File: config.mk
export PLATFORM = sky130hd
export DESIGN_NAME = bdpp_top
export DESIGN_NICKNAME = d
export VERILOG_FILES = /design/src/hw/bdpp_pkg.sv /design/src/hw/bdpp_top.sv
export SDC_FILE = /design/constraint.sdc
export NUM_CORES = 1
export LEC_CHECK = 0
export ABC_AREA = 0
export BUFFER_PORTS_ARGS = -buffer_cell sky130_fd_sc_hd__buf_2
export CAP_MARGIN = 30
export CORE_AREA = 2 2 68 70
export DETAILED_ROUTE_END_ITERATION = 16
export DIE_AREA = 0 0 70 72
export PLACE_DENSITY = 0.74
export SYNTH_ARGS = -nofsm -noshare
export SYNTH_HDL_FRONTEND = slang
export SYNTH_SLANG_ARGS = --single-unit
File: constraint.sdc
create_clock -name pclk -period 1.46 [get_ports pclk]
set_input_delay 0.219 -clock pclk [delete_from_list [all_inputs] [get_ports pclk]]
set_output_delay 0.219 -clock pclk [all_outputs]
set_load 0.02 [all_outputs]
File: src/hw/bdpp_pkg.sv
// package: constants, types and register map of the bridge power policy block
//
// Notes on behaviour
// - in the deepest off state the card-side bus clock stays stopped.
// - in the deepest off state card reset and card clock outputs are held low.
// - in the deepest off state no interrupt is raised on either bus.
// - deepest off keeps only wake context, only with wake enable; wake signalling likewise.
// - card removal detection keeps working in the deepest off state.
// - slot supply setting never changes in low power states except on card removal.
// - card removal switches the slot supply off in any power state.
// - in the deepest off state every host bus cycle is ignored.
// - retained wake context holds the event mask and event status registers.
`default_nettype none

package bdpp_pkg;

  // ---------------------------------------------------------------------------
  // register map (byte addresses)
  // ---------------------------------------------------------------------------
  localparam logic [7:0] BDPP_CTRL_ADDR   = 8'h00;
  localparam logic [7:0] BDPP_STATE_ADDR  = 8'h04;
  localparam logic [7:0] BDPP_EVSTS_ADDR  = 8'h08;
  localparam logic [7:0] BDPP_EVCLR_ADDR  = 8'h0c;
  localparam logic [7:0] BDPP_EVMASK_ADDR = 8'h10;

  // ---------------------------------------------------------------------------
  // field positions and widths
  // ---------------------------------------------------------------------------
  localparam int BDPP_EV_W        = 3;
  localparam int BDPP_EV_REMOVE   = 0;
  localparam int BDPP_EV_INSERT   = 1;
  localparam int BDPP_EV_CARDWAKE = 2;

  // power state codes as seen by software
  localparam logic [1:0] BDPP_PS_D0 = 2'h0;
  localparam logic [1:0] BDPP_PS_D1 = 2'h1;
  localparam logic [1:0] BDPP_PS_D2 = 2'h2;
  localparam logic [1:0] BDPP_PS_D3 = 2'h3;

  // slot supply code for "off"
  localparam logic [1:0] BDPP_VCC_OFF = 2'h0;

  // control register: [0] card reset release, [2:1] slot vcc, [8] wake enable,
  // [17:16] requested power state
  typedef struct packed {
    logic [13:0] rsvd_hi;
    logic [1:0]  power_state;
    logic [6:0]  rsvd_mid;
    logic        wake_en;
    logic [4:0]  rsvd_lo;
    logic [1:0]  slot_vcc;
    logic        card_rst_rel;
  } bdpp_ctrl_t;

  localparam bdpp_ctrl_t BDPP_CTRL_RST = '0;
  localparam logic [BDPP_EV_W-1:0] BDPP_EV_RST = 3'h0;

  // internal power states
  typedef enum logic [2:0] {
    BDPP_ST_D0_UNINIT = 3'b000,
    BDPP_ST_D0_ACTIVE = 3'b001,
    BDPP_ST_D1        = 3'b010,
    BDPP_ST_D2        = 3'b011,
    BDPP_ST_D3_HOT    = 3'b100,
    BDPP_ST_D3_COLD   = 3'b101
  } bdpp_state_t;

  // card side outputs travel together
  typedef struct packed {
    logic       clock;
    logic       reset_n;
    logic [1:0] slot_vcc;
  } bdpp_card_t;

endpackage : bdpp_pkg

`default_nettype wire

File: src/hw/bdpp_top.sv
// module: bridge deepest-off power policy with apb register access
//
// Local design decisions: the placing of the registers and the APB slave port.
`timescale 1ns/1ns
`default_nettype none

module bdpp_top
  import bdpp_pkg::*;
(
  input  wire logic        pclk,
  input  wire logic        presetn,
  // apb slave
  input  wire logic        psel,
  input  wire logic        penable,
  input  wire logic        pwrite,
  input  wire logic [7:0]  paddr,
  input  wire logic [31:0] pwdata,
  output logic [31:0]      prdata,
  output logic             pready,
  output logic             pslverr,
  // host side power events
  input  wire logic        bus_seg_reset,
  input  wire logic        main_power_lost,
  // card side
  input  wire logic        card_present,
  input  wire logic        card_wake,
  input  wire logic        card_low_power,
  output bdpp_card_t       card,
  // wake and interrupt
  output logic             wake_n_o,
  output logic             wake_n_oe,
  output logic             irq
);

  // ---------------------------------------------------------------------------
  // state and register storage
  // ---------------------------------------------------------------------------
  bdpp_state_t            state_ff;
  bdpp_state_t            nxt_state;
  bdpp_ctrl_t             ctrl_ff;
  bdpp_ctrl_t             nxt_ctrl;
  logic [BDPP_EV_W-1:0]   evsts_ff;
  logic [BDPP_EV_W-1:0]   nxt_evsts;
  logic [BDPP_EV_W-1:0]   evmask_ff;
  logic [BDPP_EV_W-1:0]   nxt_evmask;
  logic                   present_ff;
  logic                   wake_in_ff;
  logic                   clk_div_ff;
  logic [31:0]            prdata_ff;
  logic [31:0]            nxt_prdata;
  logic                   err_ff;
  logic                   nxt_err;

  // ---------------------------------------------------------------------------
  // apb decode
  // ---------------------------------------------------------------------------
  // register hit test shared by read and write decoding
  function automatic logic hit(input logic [7:0] a, input logic [7:0] r);
    hit = (a == r);
  endfunction

  wire logic is_cold   = (state_ff == BDPP_ST_D3_COLD);
  wire logic setup     = psel && !penable;
  wire logic access    = psel && penable;
  wire logic mapped    = hit(paddr, BDPP_CTRL_ADDR) ||
                         hit(paddr, BDPP_STATE_ADDR) ||
                         hit(paddr, BDPP_EVSTS_ADDR) ||
                         hit(paddr, BDPP_EVCLR_ADDR) ||
                         hit(paddr, BDPP_EVMASK_ADDR);
  // in deepest off the host bus is dead: writes and reads have no effect
  wire logic wr_ok     = access && pwrite && mapped && !is_cold;
  wire logic wr_ctrl   = wr_ok && hit(paddr, BDPP_CTRL_ADDR);
  wire logic wr_evclr  = wr_ok && hit(paddr, BDPP_EVCLR_ADDR);
  wire logic wr_evmask = wr_ok && hit(paddr, BDPP_EVMASK_ADDR);

  // slave always answers in the first access cycle
  assign pready  = access;
  assign prdata  = prdata_ff;
  assign pslverr = access && err_ff;

  // ---------------------------------------------------------------------------
  // read data captured in the setup cycle
  // ---------------------------------------------------------------------------
  // registering the data keeps prdata glitch free without adding a wait cycle
  always_comb begin
    nxt_prdata = prdata_ff;
    nxt_err    = err_ff;
    if (setup) begin
      nxt_err    = !mapped;
      nxt_prdata = 32'h0000_0000;
      if (is_cold) begin
        nxt_prdata = 32'h0000_0000;
      end else if (!pwrite) begin
        if (hit(paddr, BDPP_CTRL_ADDR)) begin
          nxt_prdata = ctrl_ff;
        end else if (hit(paddr, BDPP_STATE_ADDR)) begin
          nxt_prdata = {26'h0, present_ff, card.slot_vcc != BDPP_VCC_OFF,
                        1'b0, state_ff};
        end else if (hit(paddr, BDPP_EVSTS_ADDR)) begin
          nxt_prdata = {29'h0, evsts_ff};
        end else if (hit(paddr, BDPP_EVMASK_ADDR)) begin
          nxt_prdata = {29'h0, evmask_ff};
        end
      end
    end
  end

  always_ff @(posedge pclk or negedge presetn) begin
    if (!presetn) begin
      prdata_ff <= 32'h0000_0000;
      err_ff    <= 1'b0;
    end else begin
      prdata_ff <= nxt_prdata;
      err_ff    <= nxt_err;
    end
  end

  // ---------------------------------------------------------------------------
  // card event detection
  // ---------------------------------------------------------------------------
  // detection runs from always-on logic, so it works in every state
  wire logic ev_remove = present_ff && !card_present;
  wire logic ev_insert = !present_ff && card_present;
  wire logic ev_wake   = !wake_in_ff && card_wake && present_ff;
  wire logic [BDPP_EV_W-1:0] ev_now = {ev_wake, ev_insert, ev_remove};

  always_ff @(posedge pclk or negedge presetn) begin
    if (!presetn) begin
      present_ff <= 1'b0;
      wake_in_ff <= 1'b0;
    end else begin
      present_ff <= card_present;
      wake_in_ff <= card_wake;
    end
  end

  // ---------------------------------------------------------------------------
  // power state sequencing
  // ---------------------------------------------------------------------------
  // deepest off is left only by bus segment reset; software cannot leave it
  always_comb begin
    nxt_state = state_ff;
    case (state_ff)
      BDPP_ST_D3_COLD: begin
        if (bus_seg_reset) begin
          nxt_state = BDPP_ST_D0_UNINIT;
        end
      end
      BDPP_ST_D3_HOT: begin
        if (bus_seg_reset) begin
          nxt_state = BDPP_ST_D0_UNINIT;
        end else if (main_power_lost &&
                     (card_low_power || !present_ff ||
                      ctrl_ff.slot_vcc == BDPP_VCC_OFF)) begin
          // card must already be asleep or unpowered before deepest off
          nxt_state = BDPP_ST_D3_COLD;
        end else if (wr_ctrl &&
                     pwdata[17:16] == BDPP_PS_D0) begin
          nxt_state = BDPP_ST_D0_UNINIT;
        end
      end
      BDPP_ST_D0_UNINIT, BDPP_ST_D0_ACTIVE, BDPP_ST_D1, BDPP_ST_D2: begin
        if (bus_seg_reset) begin
          nxt_state = BDPP_ST_D0_UNINIT;
        end else if (wr_ctrl) begin
          case (pwdata[17:16])
            BDPP_PS_D0: nxt_state = BDPP_ST_D0_ACTIVE;
            BDPP_PS_D1: nxt_state = BDPP_ST_D1;
            BDPP_PS_D2: nxt_state = BDPP_ST_D2;
            default:    nxt_state = BDPP_ST_D3_HOT;
          endcase
        end
      end
      default: nxt_state = BDPP_ST_D0_UNINIT;
    endcase
  end

  // ---------------------------------------------------------------------------
  // control register and slot supply
  // ---------------------------------------------------------------------------
  // slot vcc may be set by software only in D0 (uninitialised or full-on); removal always cuts it
  always_comb begin
    nxt_ctrl = ctrl_ff;
    if (wr_ctrl) begin
      nxt_ctrl.card_rst_rel = pwdata[0];
      nxt_ctrl.wake_en      = pwdata[8];
      nxt_ctrl.power_state  = pwdata[17:16];
      if (state_ff == BDPP_ST_D0_ACTIVE ||
          state_ff == BDPP_ST_D0_UNINIT) begin
        nxt_ctrl.slot_vcc = pwdata[2:1];
      end
    end
    if (nxt_state == BDPP_ST_D0_UNINIT && state_ff == BDPP_ST_D3_COLD) begin
      nxt_ctrl.power_state  = BDPP_PS_D0;
      nxt_ctrl.card_rst_rel = 1'b0;
    end
    if (ev_remove) begin
      nxt_ctrl.slot_vcc = BDPP_VCC_OFF;
    end
    nxt_ctrl.rsvd_hi  = '0;
    nxt_ctrl.rsvd_mid = '0;
    nxt_ctrl.rsvd_lo  = '0;
  end

  // ---------------------------------------------------------------------------
  // wake context: event status and mask
  // ---------------------------------------------------------------------------
  // the mask and status form the wake context; without wake enable deepest
  // off discards them, so software must re-arm after the reset
  wire logic drop_ctx = is_cold && !ctrl_ff.wake_en;

  always_comb begin
    nxt_evmask = evmask_ff;
    nxt_evsts  = evsts_ff;
    if (wr_evmask) begin
      nxt_evmask = pwdata[BDPP_EV_W-1:0];
    end
    if (wr_evclr) begin
      nxt_evsts = nxt_evsts & ~pwdata[BDPP_EV_W-1:0];
    end
    // a new event wins over a clear in the same cycle
    nxt_evsts = nxt_evsts | ev_now;
    if (drop_ctx) begin
      nxt_evsts  = BDPP_EV_RST;
      nxt_evmask = BDPP_EV_RST;
    end
  end

  always_ff @(posedge pclk or negedge presetn) begin
    if (!presetn) begin
      state_ff  <= BDPP_ST_D0_UNINIT;
      ctrl_ff   <= BDPP_CTRL_RST;
      evsts_ff  <= BDPP_EV_RST;
      evmask_ff <= BDPP_EV_RST;
    end else begin
      state_ff  <= nxt_state;
      ctrl_ff   <= nxt_ctrl;
      evsts_ff  <= nxt_evsts;
      evmask_ff <= nxt_evmask;
    end
  end

  // ---------------------------------------------------------------------------
  // interrupt and wake signalling
  // ---------------------------------------------------------------------------
  wire logic ev_pending = |(evsts_ff & evmask_ff);

  // no interrupts in deepest off; the wake pin is the only way out
  assign irq       = ev_pending && !is_cold &&
                     state_ff == BDPP_ST_D0_ACTIVE;
  // open-drain wake pin only pulls low; only with wake enable set
  assign wake_n_o  = 1'b0;
  assign wake_n_oe = ev_pending && ctrl_ff.wake_en &&
                     state_ff != BDPP_ST_D0_ACTIVE;

  // ---------------------------------------------------------------------------
  // card clock and reset
  // ---------------------------------------------------------------------------
  // card clock is pclk/2 and runs only in full-on with the slot powered
  wire logic clk_run = (state_ff == BDPP_ST_D0_ACTIVE) &&
                       (ctrl_ff.slot_vcc != BDPP_VCC_OFF);

  always_ff @(posedge pclk or negedge presetn) begin
    if (!presetn) begin
      clk_div_ff <= 1'b0;
    end else begin
      clk_div_ff <= clk_run ? !clk_div_ff : 1'b0;
    end
  end

  assign card.clock    = clk_div_ff;
  // reset is released only in full-on, so it stays low in deepest off
  assign card.reset_n  = ctrl_ff.card_rst_rel && clk_run && !is_cold;
  assign card.slot_vcc = ctrl_ff.slot_vcc;

endmodule // bdpp_top

`default_nettype wire

==> results of run 1 <==
routing by layer:
| layer | track usage (%) | up-vias | share of wire [%] |
|---|---|---|---|
| li1 | - | 686 | - |
| met1 | 17.9 | 662 | 42 |
| met2 | 25.5 | 60 | 50 |
| met3 | 3.06 | 10 | 5.7 |
| met4 | 4.27 | 0 | 2.5 |
| met5 | 0 | - | 0 |
power groups by stage:
stage	sequential, mW	combinational [mW]	clock [mW]
6_report	0.762	0.217	0.443
5_1_grt	0.764	0.236	0.471
4_1_cts	0.763	0.213	0.427
3_5_place_dp	0.777	0.207	0
3_3_place_gp	0.777	0.205	0
2_1_floorplan	0.776	0.177	0
final cells by class:
type | count | area [sq um]
repair buffers | 63 | 407
well taps | 52 | 65.1
clock buffers | 4 | 45.0
inverters | 9 | 33.8
fillers | 393 | 2140
multi-input cells | 128 | 897
flip-flops and latches | 27 | 676
timing repair:
item / CTS / global route
gates cloned: 1 / 0
pin swaps: 8 / 10
gates resized for setup: 15 / 17
setup buffers: 2 / 3
setup endpoints to repair: 13 / 24
hold buffers: 1 / 0
hold endpoints to repair: 27 / 0
sequential cells by signal, indices dropped and copies added, names as in the netlist:
signal,cells
evsts_ff,3
clk_div_ff,1
card,2
present_ff,1
ctrl_ff,4
prdata,8
evmask_ff,3
err_ff,1
state_ff,3
wake_in_ff,1
cell families after synthesis:
family | count (synthesis) | synth area share (%)
flip-flops | 27 | 40.6
other | 1 | 0.225
adder cells (fa/ha/maj) | 3 | 2.26
buffers and inverters | 45 | 17.1
multiplexers | 8 | 4.89
AO/OA/AOI/OAI | 39 | 16.2
AND/OR/NAND/NOR | 53 | 18.7
per-stage QoR:
stage	hold slack (ps)	instance area (sq um)
floorplan	-76.6	1770
global placement	244	1890
finish	52.7	2120
CTS	67.7	2030
detailed placement	256	1890
global route	58.2	2120
cells in the final DEF, fill, tap and decap left out, types with 4 or more instances in the layout:
| cell type | count |
|---|---|
| dfrtp_1 | 27 |
| a21oi_1 | 4 |
| buf_4 | 18 |
| inv_1 | 9 |
| nand2_1 | 5 |
| o21ai_0 | 4 |
| conb_1 | 25 |
| a21oi_2 | 4 |
| nor2_1 | 14 |
| a22o_1 | 5 |
| mux2i_1 | 7 |
| buf_6 | 5 |
| buf_2 | 38 |
final timing paths:
kind | startpoint | endpoint | depth (start not counted)
max in group asynchronous | presetn | state_ff[2]$_DFF_PN0_ | 2
min reg2reg | clk_div_ff$_DFF_PN0_ | clk_div_ff$_DFF_PN0_ | 1
min in group asynchronous | presetn | prdata[0]$_DFFE_PN0P_ | 2
max reg2reg | state_ff[2]$_DFF_PN0_ | state_ff[2]$_DFF_PN0_ | 6
min | card_wake | wake_in_ff$_DFF_PN0_ | 1
max | evmask_ff[2]$_DFFE_PN0P_ | wake_n_oe | 3
==> impl_metrics.json, run 1 <==
{
  "status": "finished with violations",
  "violations": "setup timing",
  "fp.dieArea_sq_um": 5040,
  "detail-route-antenna-nets": 0,
  "synth_area_sq_um": 1660,
  "dpl.hpwl_mm": 2.88,
  "critPathArrivalTime_ps": 1420,
  "p_clk_share_pct": 31.1,
  "clock_sinks": 27,
  "core.rowCount": 24,
  "drt_wl_total_mm": 3.86,
  "fin_cells": 283,
  "grt_usage_pct": 14.4,
  "synth_ff_type": "dfrtp_1",
  "antennaDiodeCount": 0,
  "htree_levels": 1,
  "yosys_warnings": 0,
  "slowest_delay_ps": 460,
  "hp-class": "in2reg",
  "yosys.area.top_type": "dfrtp_1",
  "crit_fanout": 3,
  "relSlewSlack_pct": 60.2,
  "synthTopCellsByCount": "28 x buf_4, 27 x dfrtp_1, 15 x nor2_1",
  "synthToLayoutAreaGrowth_pct": 27.6,
  "setup_tns_ps": -1640,
  "finClkSkew_ps": 2.24,
  "die_width_microns": 70,
  "ys_seq_area_share_pct": 40.6,
  "finalPower_mw": 1.42,
  "wl_per_cell_microns": 13.6,
  "drtPass1Iterations": 5,
  "avgSynthCellArea_sq_um": 9.46,
  "p_per_area_nw_per_um2": 670,
  "vias": 1418,
  "seqPwrFrac_pct": 53.6,
  "cts_tree": "done",
  "critPathTopFamily": "compound AO/OA/AOI/OAI gates",
  "path_class": "reg2out",
  "dp_cells": 272,
  "drt-initial-drc-count": 114,
  "setup_violations": 16,
  "via_per_inst": 5.01,
  "fin_nets": 285,
  "synth_cells": 176,
  "routabilityCongestion": 0.856,
  "synth_most_common_cell": "buf_4",
  "drc": 0,
  "crit_chain": "a222oi_1 -> nor2_1 -> buf_2",
  "finalMaxSlewViolations": 0,
  "crit_required_ps": 1240,
  "port_buffers": 39,
  "drive_gt1_share_pct": 36.8,
  "rsz0062_at_grt": "true",
  "cts_buffers": 3,
  "synth_edf_count": 0,
  "synth.area.top_cells": "dfrtp_1 41%, buf_4 13%, mux2i_1 4.2%",
  "cpMaxStageDelayCell": "a222oi_1",
  "synth_top_area_share_pct": 40.6,
  "cp_num_buf_inv": 1,
  "switchingPower_mw": 0.401,
  "p_leak_nw": 1.09,
  "worst_pin_slew_ps": 598,
  "worstSetupStartpointType": "flip-flop",
  "reg2reg_slack_ps": -170,
  "vdd_ir_drop_max_mv": 0.319,
  "internal-power_mw": 1.02,
  "pin_count": 91,
  "async_flop_share_pct": 100,
  "setup_ws_ps": -177,
  "synth_cell_types": 44,
  "timing.fmax_mhz": 611,
  "clkSlewWorstSetupHoldPaths_ps": 90,
  "post-place-ws_ps": -129,
  "cts_buffer_depth": 2,
  "period_minus_slack_ps": 1640,
  "grt_max_degree": 28,
  "grt_pass1_wl_mm": 5.85,
  "hold_viol": 0,
  "period_share_pct": 112,
  "start_util_pct": 39.0,
  "grt_pass1_vias": 1288,
  "drv_cap": 0,
  "switching_share_pct": 28.2,
  "die_h_microns": 72,
  "clock_latency_ps": 280,
  "endpoint_kind": "output pin",
  "synth_seq_cells": 27,
  "cts_root_buf": "clkbuf_8",
  "core-area_sq_um": 4260,
  "post-route-util_pct": 49.8,
  "grt_overflow_total": 0,
  "antenna_found_initial": 0,
  "p_comb_share_pct": 15.3
}
Power figures use the tool's default switching activity.
==> inputs of run 2 (changes only) <==
PLACE_DENSITY = default   (was 0.74)
PLACE_DENSITY_LB_ADDON = 0.25   (was default)
==> run 2 against run 1 <==
  * The flow still finishes with violations (setup timing)
  * Sequential share of layout area is 0.20 points lower
  * Combinational power is 4% higher
  * Final cell count is 1.4% higher
  * Hold slack better by 17 ps
  * Non-clock buffer count is 4 higher
  * Largest cell class unchanged
  * Highest routed layer unchanged
==> impl_metrics.json, run 2 (synthesized netlist as in run 1, its figures left out) <==
{
  "status": "finished with violations",
  "violations": "setup timing",
  "wl_met1_mm": 1.64,
  "grt_pass1_vias": 1301,
  "fillerInstances": 406,
  "cts_root_buf": "clkbuf_8",
  "grt_max_degree": 28,
  "clock_latency_ps": 270,
  "dpl.hpwl_mm": 2.94,
  "mostFrequentLayoutCells": "36 x buf_2, 27 x dfrtp_1, 25 x conb_1, 23 x buf_4, 12 x nor2_1",
  "synthToLayoutAreaGrowth_pct": 28.4,
  "cts_buffer_depth": 2,
  "die_width_microns": 70,
  "fin_nets": 289,
  "crit_fanout": 4,
  "finClkSkew_ps": 1.25,
  "hold_end": "wake_in_ff$_DFF_PN0_",
  "vdd_ir_drop_max_mv": 0.482,
  "path_class": "reg2reg",
  "core-area_sq_um": 4260,
  "period_minus_slack_ps": 1560,
  "top_layer": "met4",
  "port_buffers": 39,
  "p_leak_nw": 1.11,
  "cts_tree": "done",
  "pin_count": 91,
  "antenna_found_initial": 0,
  "antennaDiodeCount": 0,
  "clock_sinks": 27,
  "grt_overflow_total": 0,
  "critPathArrivalTime_ps": 1770,
  "post-place-ws_ps": -177,
  "vias": 1413,
  "grt_pass1_wl_mm": 6.18,
  "grt_usage_pct": 15.6,
  "holdPathStages": 1,
  "setup_violations": 13,
  "wl_met3_microns": 281,
  "drive_gt1_share_pct": 35.7,
  "hp-class": "in2reg",
  "wl_per_cell_microns": 13.1,
  "r2r_start": "state_ff[2]$_DFF_PN0_",
  "min_from": "card_wake",
  "detail-route-antenna-nets": 0,
  "drt_wl_total_mm": 3.76,
  "htree_levels": 1,
  "timing.hold.ws_ps": 70.0,
  "p_per_area_nw_per_um2": 655,
  "relSlewSlack_pct": 60.4,
  "fp.dieArea_sq_um": 5040,
  "endpoint_kind": "flip-flop",
  "die_h_microns": 72,
  "r2r_end": "card[1]$_DFFE_PN0P_",
  "worst_pin_slew_ps": 594,
  "setup_ws_ps": -102,
  "rsz0062_at_grt": "true",
  "start_util_pct": 39.0,
  "hold_viol": 0,
  "fin_cells": 287,
  "worstRegToRegCells": 4,
  "largest_reg_flops": 8,
  "finalPower_mw": 1.40,
  "clkSlewWorstSetupHoldPaths_ps": 90,
  "timing.fmax_mhz": 640,
  "drv_cap": 0,
  "drt-initial-drc-count": 48,
  "reg2reg_slack_ps": -100,
  "cts_buffers": 3,
  "drtPass1Iterations": 4,
  "period_share_pct": 107,
  "dp_cells": 277,
  "layout.cells.most_common": "buf_2",
  "via_per_inst": 4.92,
  "drc": 0,
  "finalMaxSlewViolations": 0,
  "crit_required_ps": 1660,
  "worstSetupStartpointType": "flip-flop",
  "core.rowCount": 24,
  "wl_met2_mm": 1.76,
  "setup_tns_ps": -743,
  "routabilityCongestion": 0.860
}
run 2: cell count changes in the layout (fill, tap and decap cells not counted), sizes merged:
cell  before  now
buf       62   66
run 2: power breakdown:
| part | switching (mW) | internal [mW] | total, mW |
|---|---|---|---|
| Combinational | 0.151 | 0.0744 | 0.225 |
| Clock | 0.218 | 0.195 | 0.414 |
| Sequential | 0.00533 | 0.756 | 0.762 |
run 2: worst max-delay path by stage:
stage	from	endpoint	slack, ps
final	state_ff[2]$_DFF_PN0_	card[1]$_DFFE_PN0P_	-100
after global routing	evmask_ff[2]$_DFFE_PN0P_	irq	-180
after CTS	evsts_ff[2]$_DFF_PN0_	wake_n_oe	-140
after detailed placement	paddr[7]	state_ff[2]$_DFF_PN0_	-180
after global placement	paddr[7]	state_ff[2]$_DFF_PN0_	-170
after floorplan	state_ff[1]$_DFF_PN0_	ctrl_ff[8]$_DFFE_PN0N_	-10
run 2: repair_timing:
item	in CTS	in global routing
buffers inserted	5	1
pin swaps	6	4
setup endpoints to repair	12	19
resized for setup	13	14
hold buffers	1	0
endpoints found under the hold margin	27	0
run 2: final cells by class:
cell class	instances	area, sq um	area share, %
Multi-Input combinational cell	128	867	40.6
Sequential cell	27	676	31.6
Timing Repair Buffer	67	450	21.1
Tap cell	52	65.1	3.04
Clock buffer	4	45.0	2.11
Inverter	9	33.8	1.58
run 2: per-stage QoR:
| step | utilization, % | instance area, sq um |
|---|---|---|
| after global routing | 50.1 | 2140 |
| after CTS | 48.9 | 2080 |
| final | 50.1 | 2140 |
| after detailed placement | 45.3 | 1930 |
| after global placement | 45.3 | 1930 |
| after floorplan | - | 1770 |
run 2: worst max-delay path: stages, from the launching register on:
cell	delay, ps
dfrtp_1	380
nand3b_1	190
nand4_1	240
or4b_1	560
a21oi_2	140
run 2: per-layer routing:
| metal | GRT usage, % | vias up |
|---|---|---|
| li1 | - | 698 |
| met2 | 25.0 | 65 |
| met1 | 21.0 | 644 |
| met5 | 0 | - |
| met4 | 5.13 | 0 |
| met3 | 3.89 | 6 |
==> inputs of run 3 (changes only) <==
CTS_CLUSTER_SIZE = 20   (was default)
PLACE_DENSITY = 0.83   (was default)
PLACE_DENSITY_LB_ADDON = default   (was 0.25)
==> run 3 against run 2 <==
  * The flow still finishes with violations (setup timing)
  * Critical endpoint is now wake_n_oe
  * Final cell count shrank 3.1%
  * Clock power grew 3%
  * Register-to-register slack got worse by 20 ps
  * Non-clock buffer count shrank 9
  * Global-route usage fell by 1.5 points
  * Sequential power is essentially flat
  * Sequential share of layout area rose by 1.8 points
  * Critical path type is now reg2out
  * First-iteration DRC count increased to 3.1 times the previous value
  * Routed wire length down 2.7%
  * Clock-buffer cell count decreased by 1
  * Power about the same
  * Utilization shrank 2.7 points
==> impl_metrics.json, run 3 (synthesized netlist as in run 1, its figures left out) <==
{
  "worst_pin_slew_ps": 577,
  "die_h_microns": 72,
  "grt_usage_pct": 14.1,
  "period_share_pct": 113,
  "worstSetupStartpointType": "flip-flop",
  "finalPower_mw": 1.40,
  "start_util_pct": 39.0,
  "violations": "setup timing",
  "routabilityCongestion": 0.796,
  "finClkSkew_ps": 6.07,
  "grt_max_degree": 28,
  "grt_pass1_wl_mm": 5.73,
  "path_class": "reg2out",
  "layout.cells.most_common": "buf_2",
  "critPathArrivalTime_ps": 1430,
  "wl_per_cell_microns": 13.2,
  "drt_wl_total_mm": 3.66,
  "fillerInstances": 390,
  "hold_viol": 0,
  "min_from": "card_wake",
  "die_width_microns": 70,
  "rsz0062_at_grt": "true",
  "setup_ws_ps": -192,
  "drc": 0,
  "drtPass1Iterations": 4,
  "worstSetupStartpoint": "evsts_ff[2]$_DFF_PN0_",
  "antenna_found_initial": 0,
  "setup_tns_ps": -1090,
  "crit_fanout": 2,
  "clock_sinks": 27,
  "port_buffers": 39,
  "fp.dieArea_sq_um": 5040,
  "clkSlewWorstSetupHoldPaths_ps": 100,
  "fin_nets": 280,
  "cts_buffers": 3,
  "status": "finished with violations",
  "grt_pass1_vias": 1234,
  "hp-class": "in2reg",
  "core-area_sq_um": 4260,
  "pin_count": 91,
  "antennaDiodeCount": 0,
  "relSlewSlack_pct": 61.5,
  "grt_overflow_total": 0,
  "drive_gt1_share_pct": 32.7,
  "drt-initial-drc-count": 151,
  "reg2reg_slack_ps": -120,
  "timing.fmax_mhz": 605,
  "synthToLayoutAreaGrowth_pct": 21.6,
  "endpoint_kind": "output pin",
  "finalMaxSlewViolations": 0,
  "via_per_inst": 5.04,
  "vias": 1402,
  "p_per_area_nw_per_um2": 693,
  "cts_buffer_depth": 2,
  "vdd_ir_drop_max_mv": 0.368,
  "period_minus_slack_ps": 1650,
  "largest_reg_flops": 8,
  "dpl.hpwl_mm": 2.80,
  "r2r_start": "state_ff[1]$_DFF_PN0_",
  "cts_tree": "done",
  "p_leak_nw": 1.06,
  "cts_root_buf": "clkbuf_8",
  "crit_required_ps": 1240,
  "clock_latency_ps": 270,
  "htree_levels": 1,
  "mostFrequentLayoutCells": "38 x buf_2, 27 x dfrtp_1, 25 x conb_1, 16 x buf_4, 14 x nor2_1",
  "detail-route-antenna-nets": 0,
  "setup_violations": 13,
  "drv_cap": 0,
  "core.rowCount": 24
}
run 3: cell count changes in the layout (fill, tap and decap cells not counted), moves of 2 or more:
cell,before,now
nor2_1,12,14
nor2_2,2,0
buf_4,23,16
buf_6,6,3
a21oi_2,3,1
a21oi_1,5,7
buf_2,36,38
run 3: where the power goes:
group	leakage, nW	total, mW	switching, mW	internal, mW
combinational	0.682	0.213	0.146	0.0664
clock	0.0217	0.428	0.234	0.194
sequential	0.354	0.762	0.00518	0.757
run 3: area by class of cell:
type	count	area [sq um]	share of cell area [%]
Multi-Input combinational cell	128	846	41.8
Sequential cell	27	676	33.4
Timing Repair Buffer	58	354	17.5
Tap cell	52	65.1	3.22
Clock buffer	3	41.3	2.04
Inverter	9	33.8	1.67
Clock inverter	1	7.51	0.371
run 3: repair_timing:
action                     in CTS  in global routing
resized for setup              11                  7
pin swaps                       7                  7
hold endpoints to repair       27                  0
hold buffers                    1                  0
setup buffers                   1                  3
setup endpoints to repair      13                 22
cloned                          1                  0
run 3: worst max-delay path, cell delays in order, from the launching register on:
cell      delay, ps
dfrtp_1         400
a222oi_1        480
nor2_1          120
buf_2           180
run 3: worst paths after layout:
kind | depth (start not counted) | to
max reg2reg | 4 | card[1]$_DFFE_PN0P_
max in group asynchronous | 2 | evsts_ff[1]$_DFF_PN0_
max | 3 | wake_n_oe
min reg2reg | 1 | clk_div_ff$_DFF_PN0_
min | 1 | wake_in_ff$_DFF_PN0_
min in group asynchronous | 2 | prdata[4]$_DFFE_PN0P_
run 3: metal layers:
| layer | GRT usage (%) | wire [microns] | vias up | share of wire [%] |
|---|---|---|---|---|
| met1 | 17.5 | 1530 | 656 | 42 |
| met2 | 24.8 | 1840 | 64 | 50 |
| met5 | 0 | 0 | - | 0 |
| li1 | - | - | 678 | - |
| met4 | 4.70 | 20 | 0 | 0.55 |
| met3 | 2.92 | 269 | 4 | 7.4 |
run 3: through the flow:
step                util [%]  hold WS [ps]  area, sq um  worst slack (ps)  instances
finish                  47.4          60.9         2020              -192        278
global route            47.4          60.0         2020              -267        278
CTS                     46.4          60.7         1980              -150        276
detailed placement      43.9           248         1870              -114        269
global placement        43.9           240         1870             -89.9        269
floorplan                  -         -76.6         1770             -12.5        200
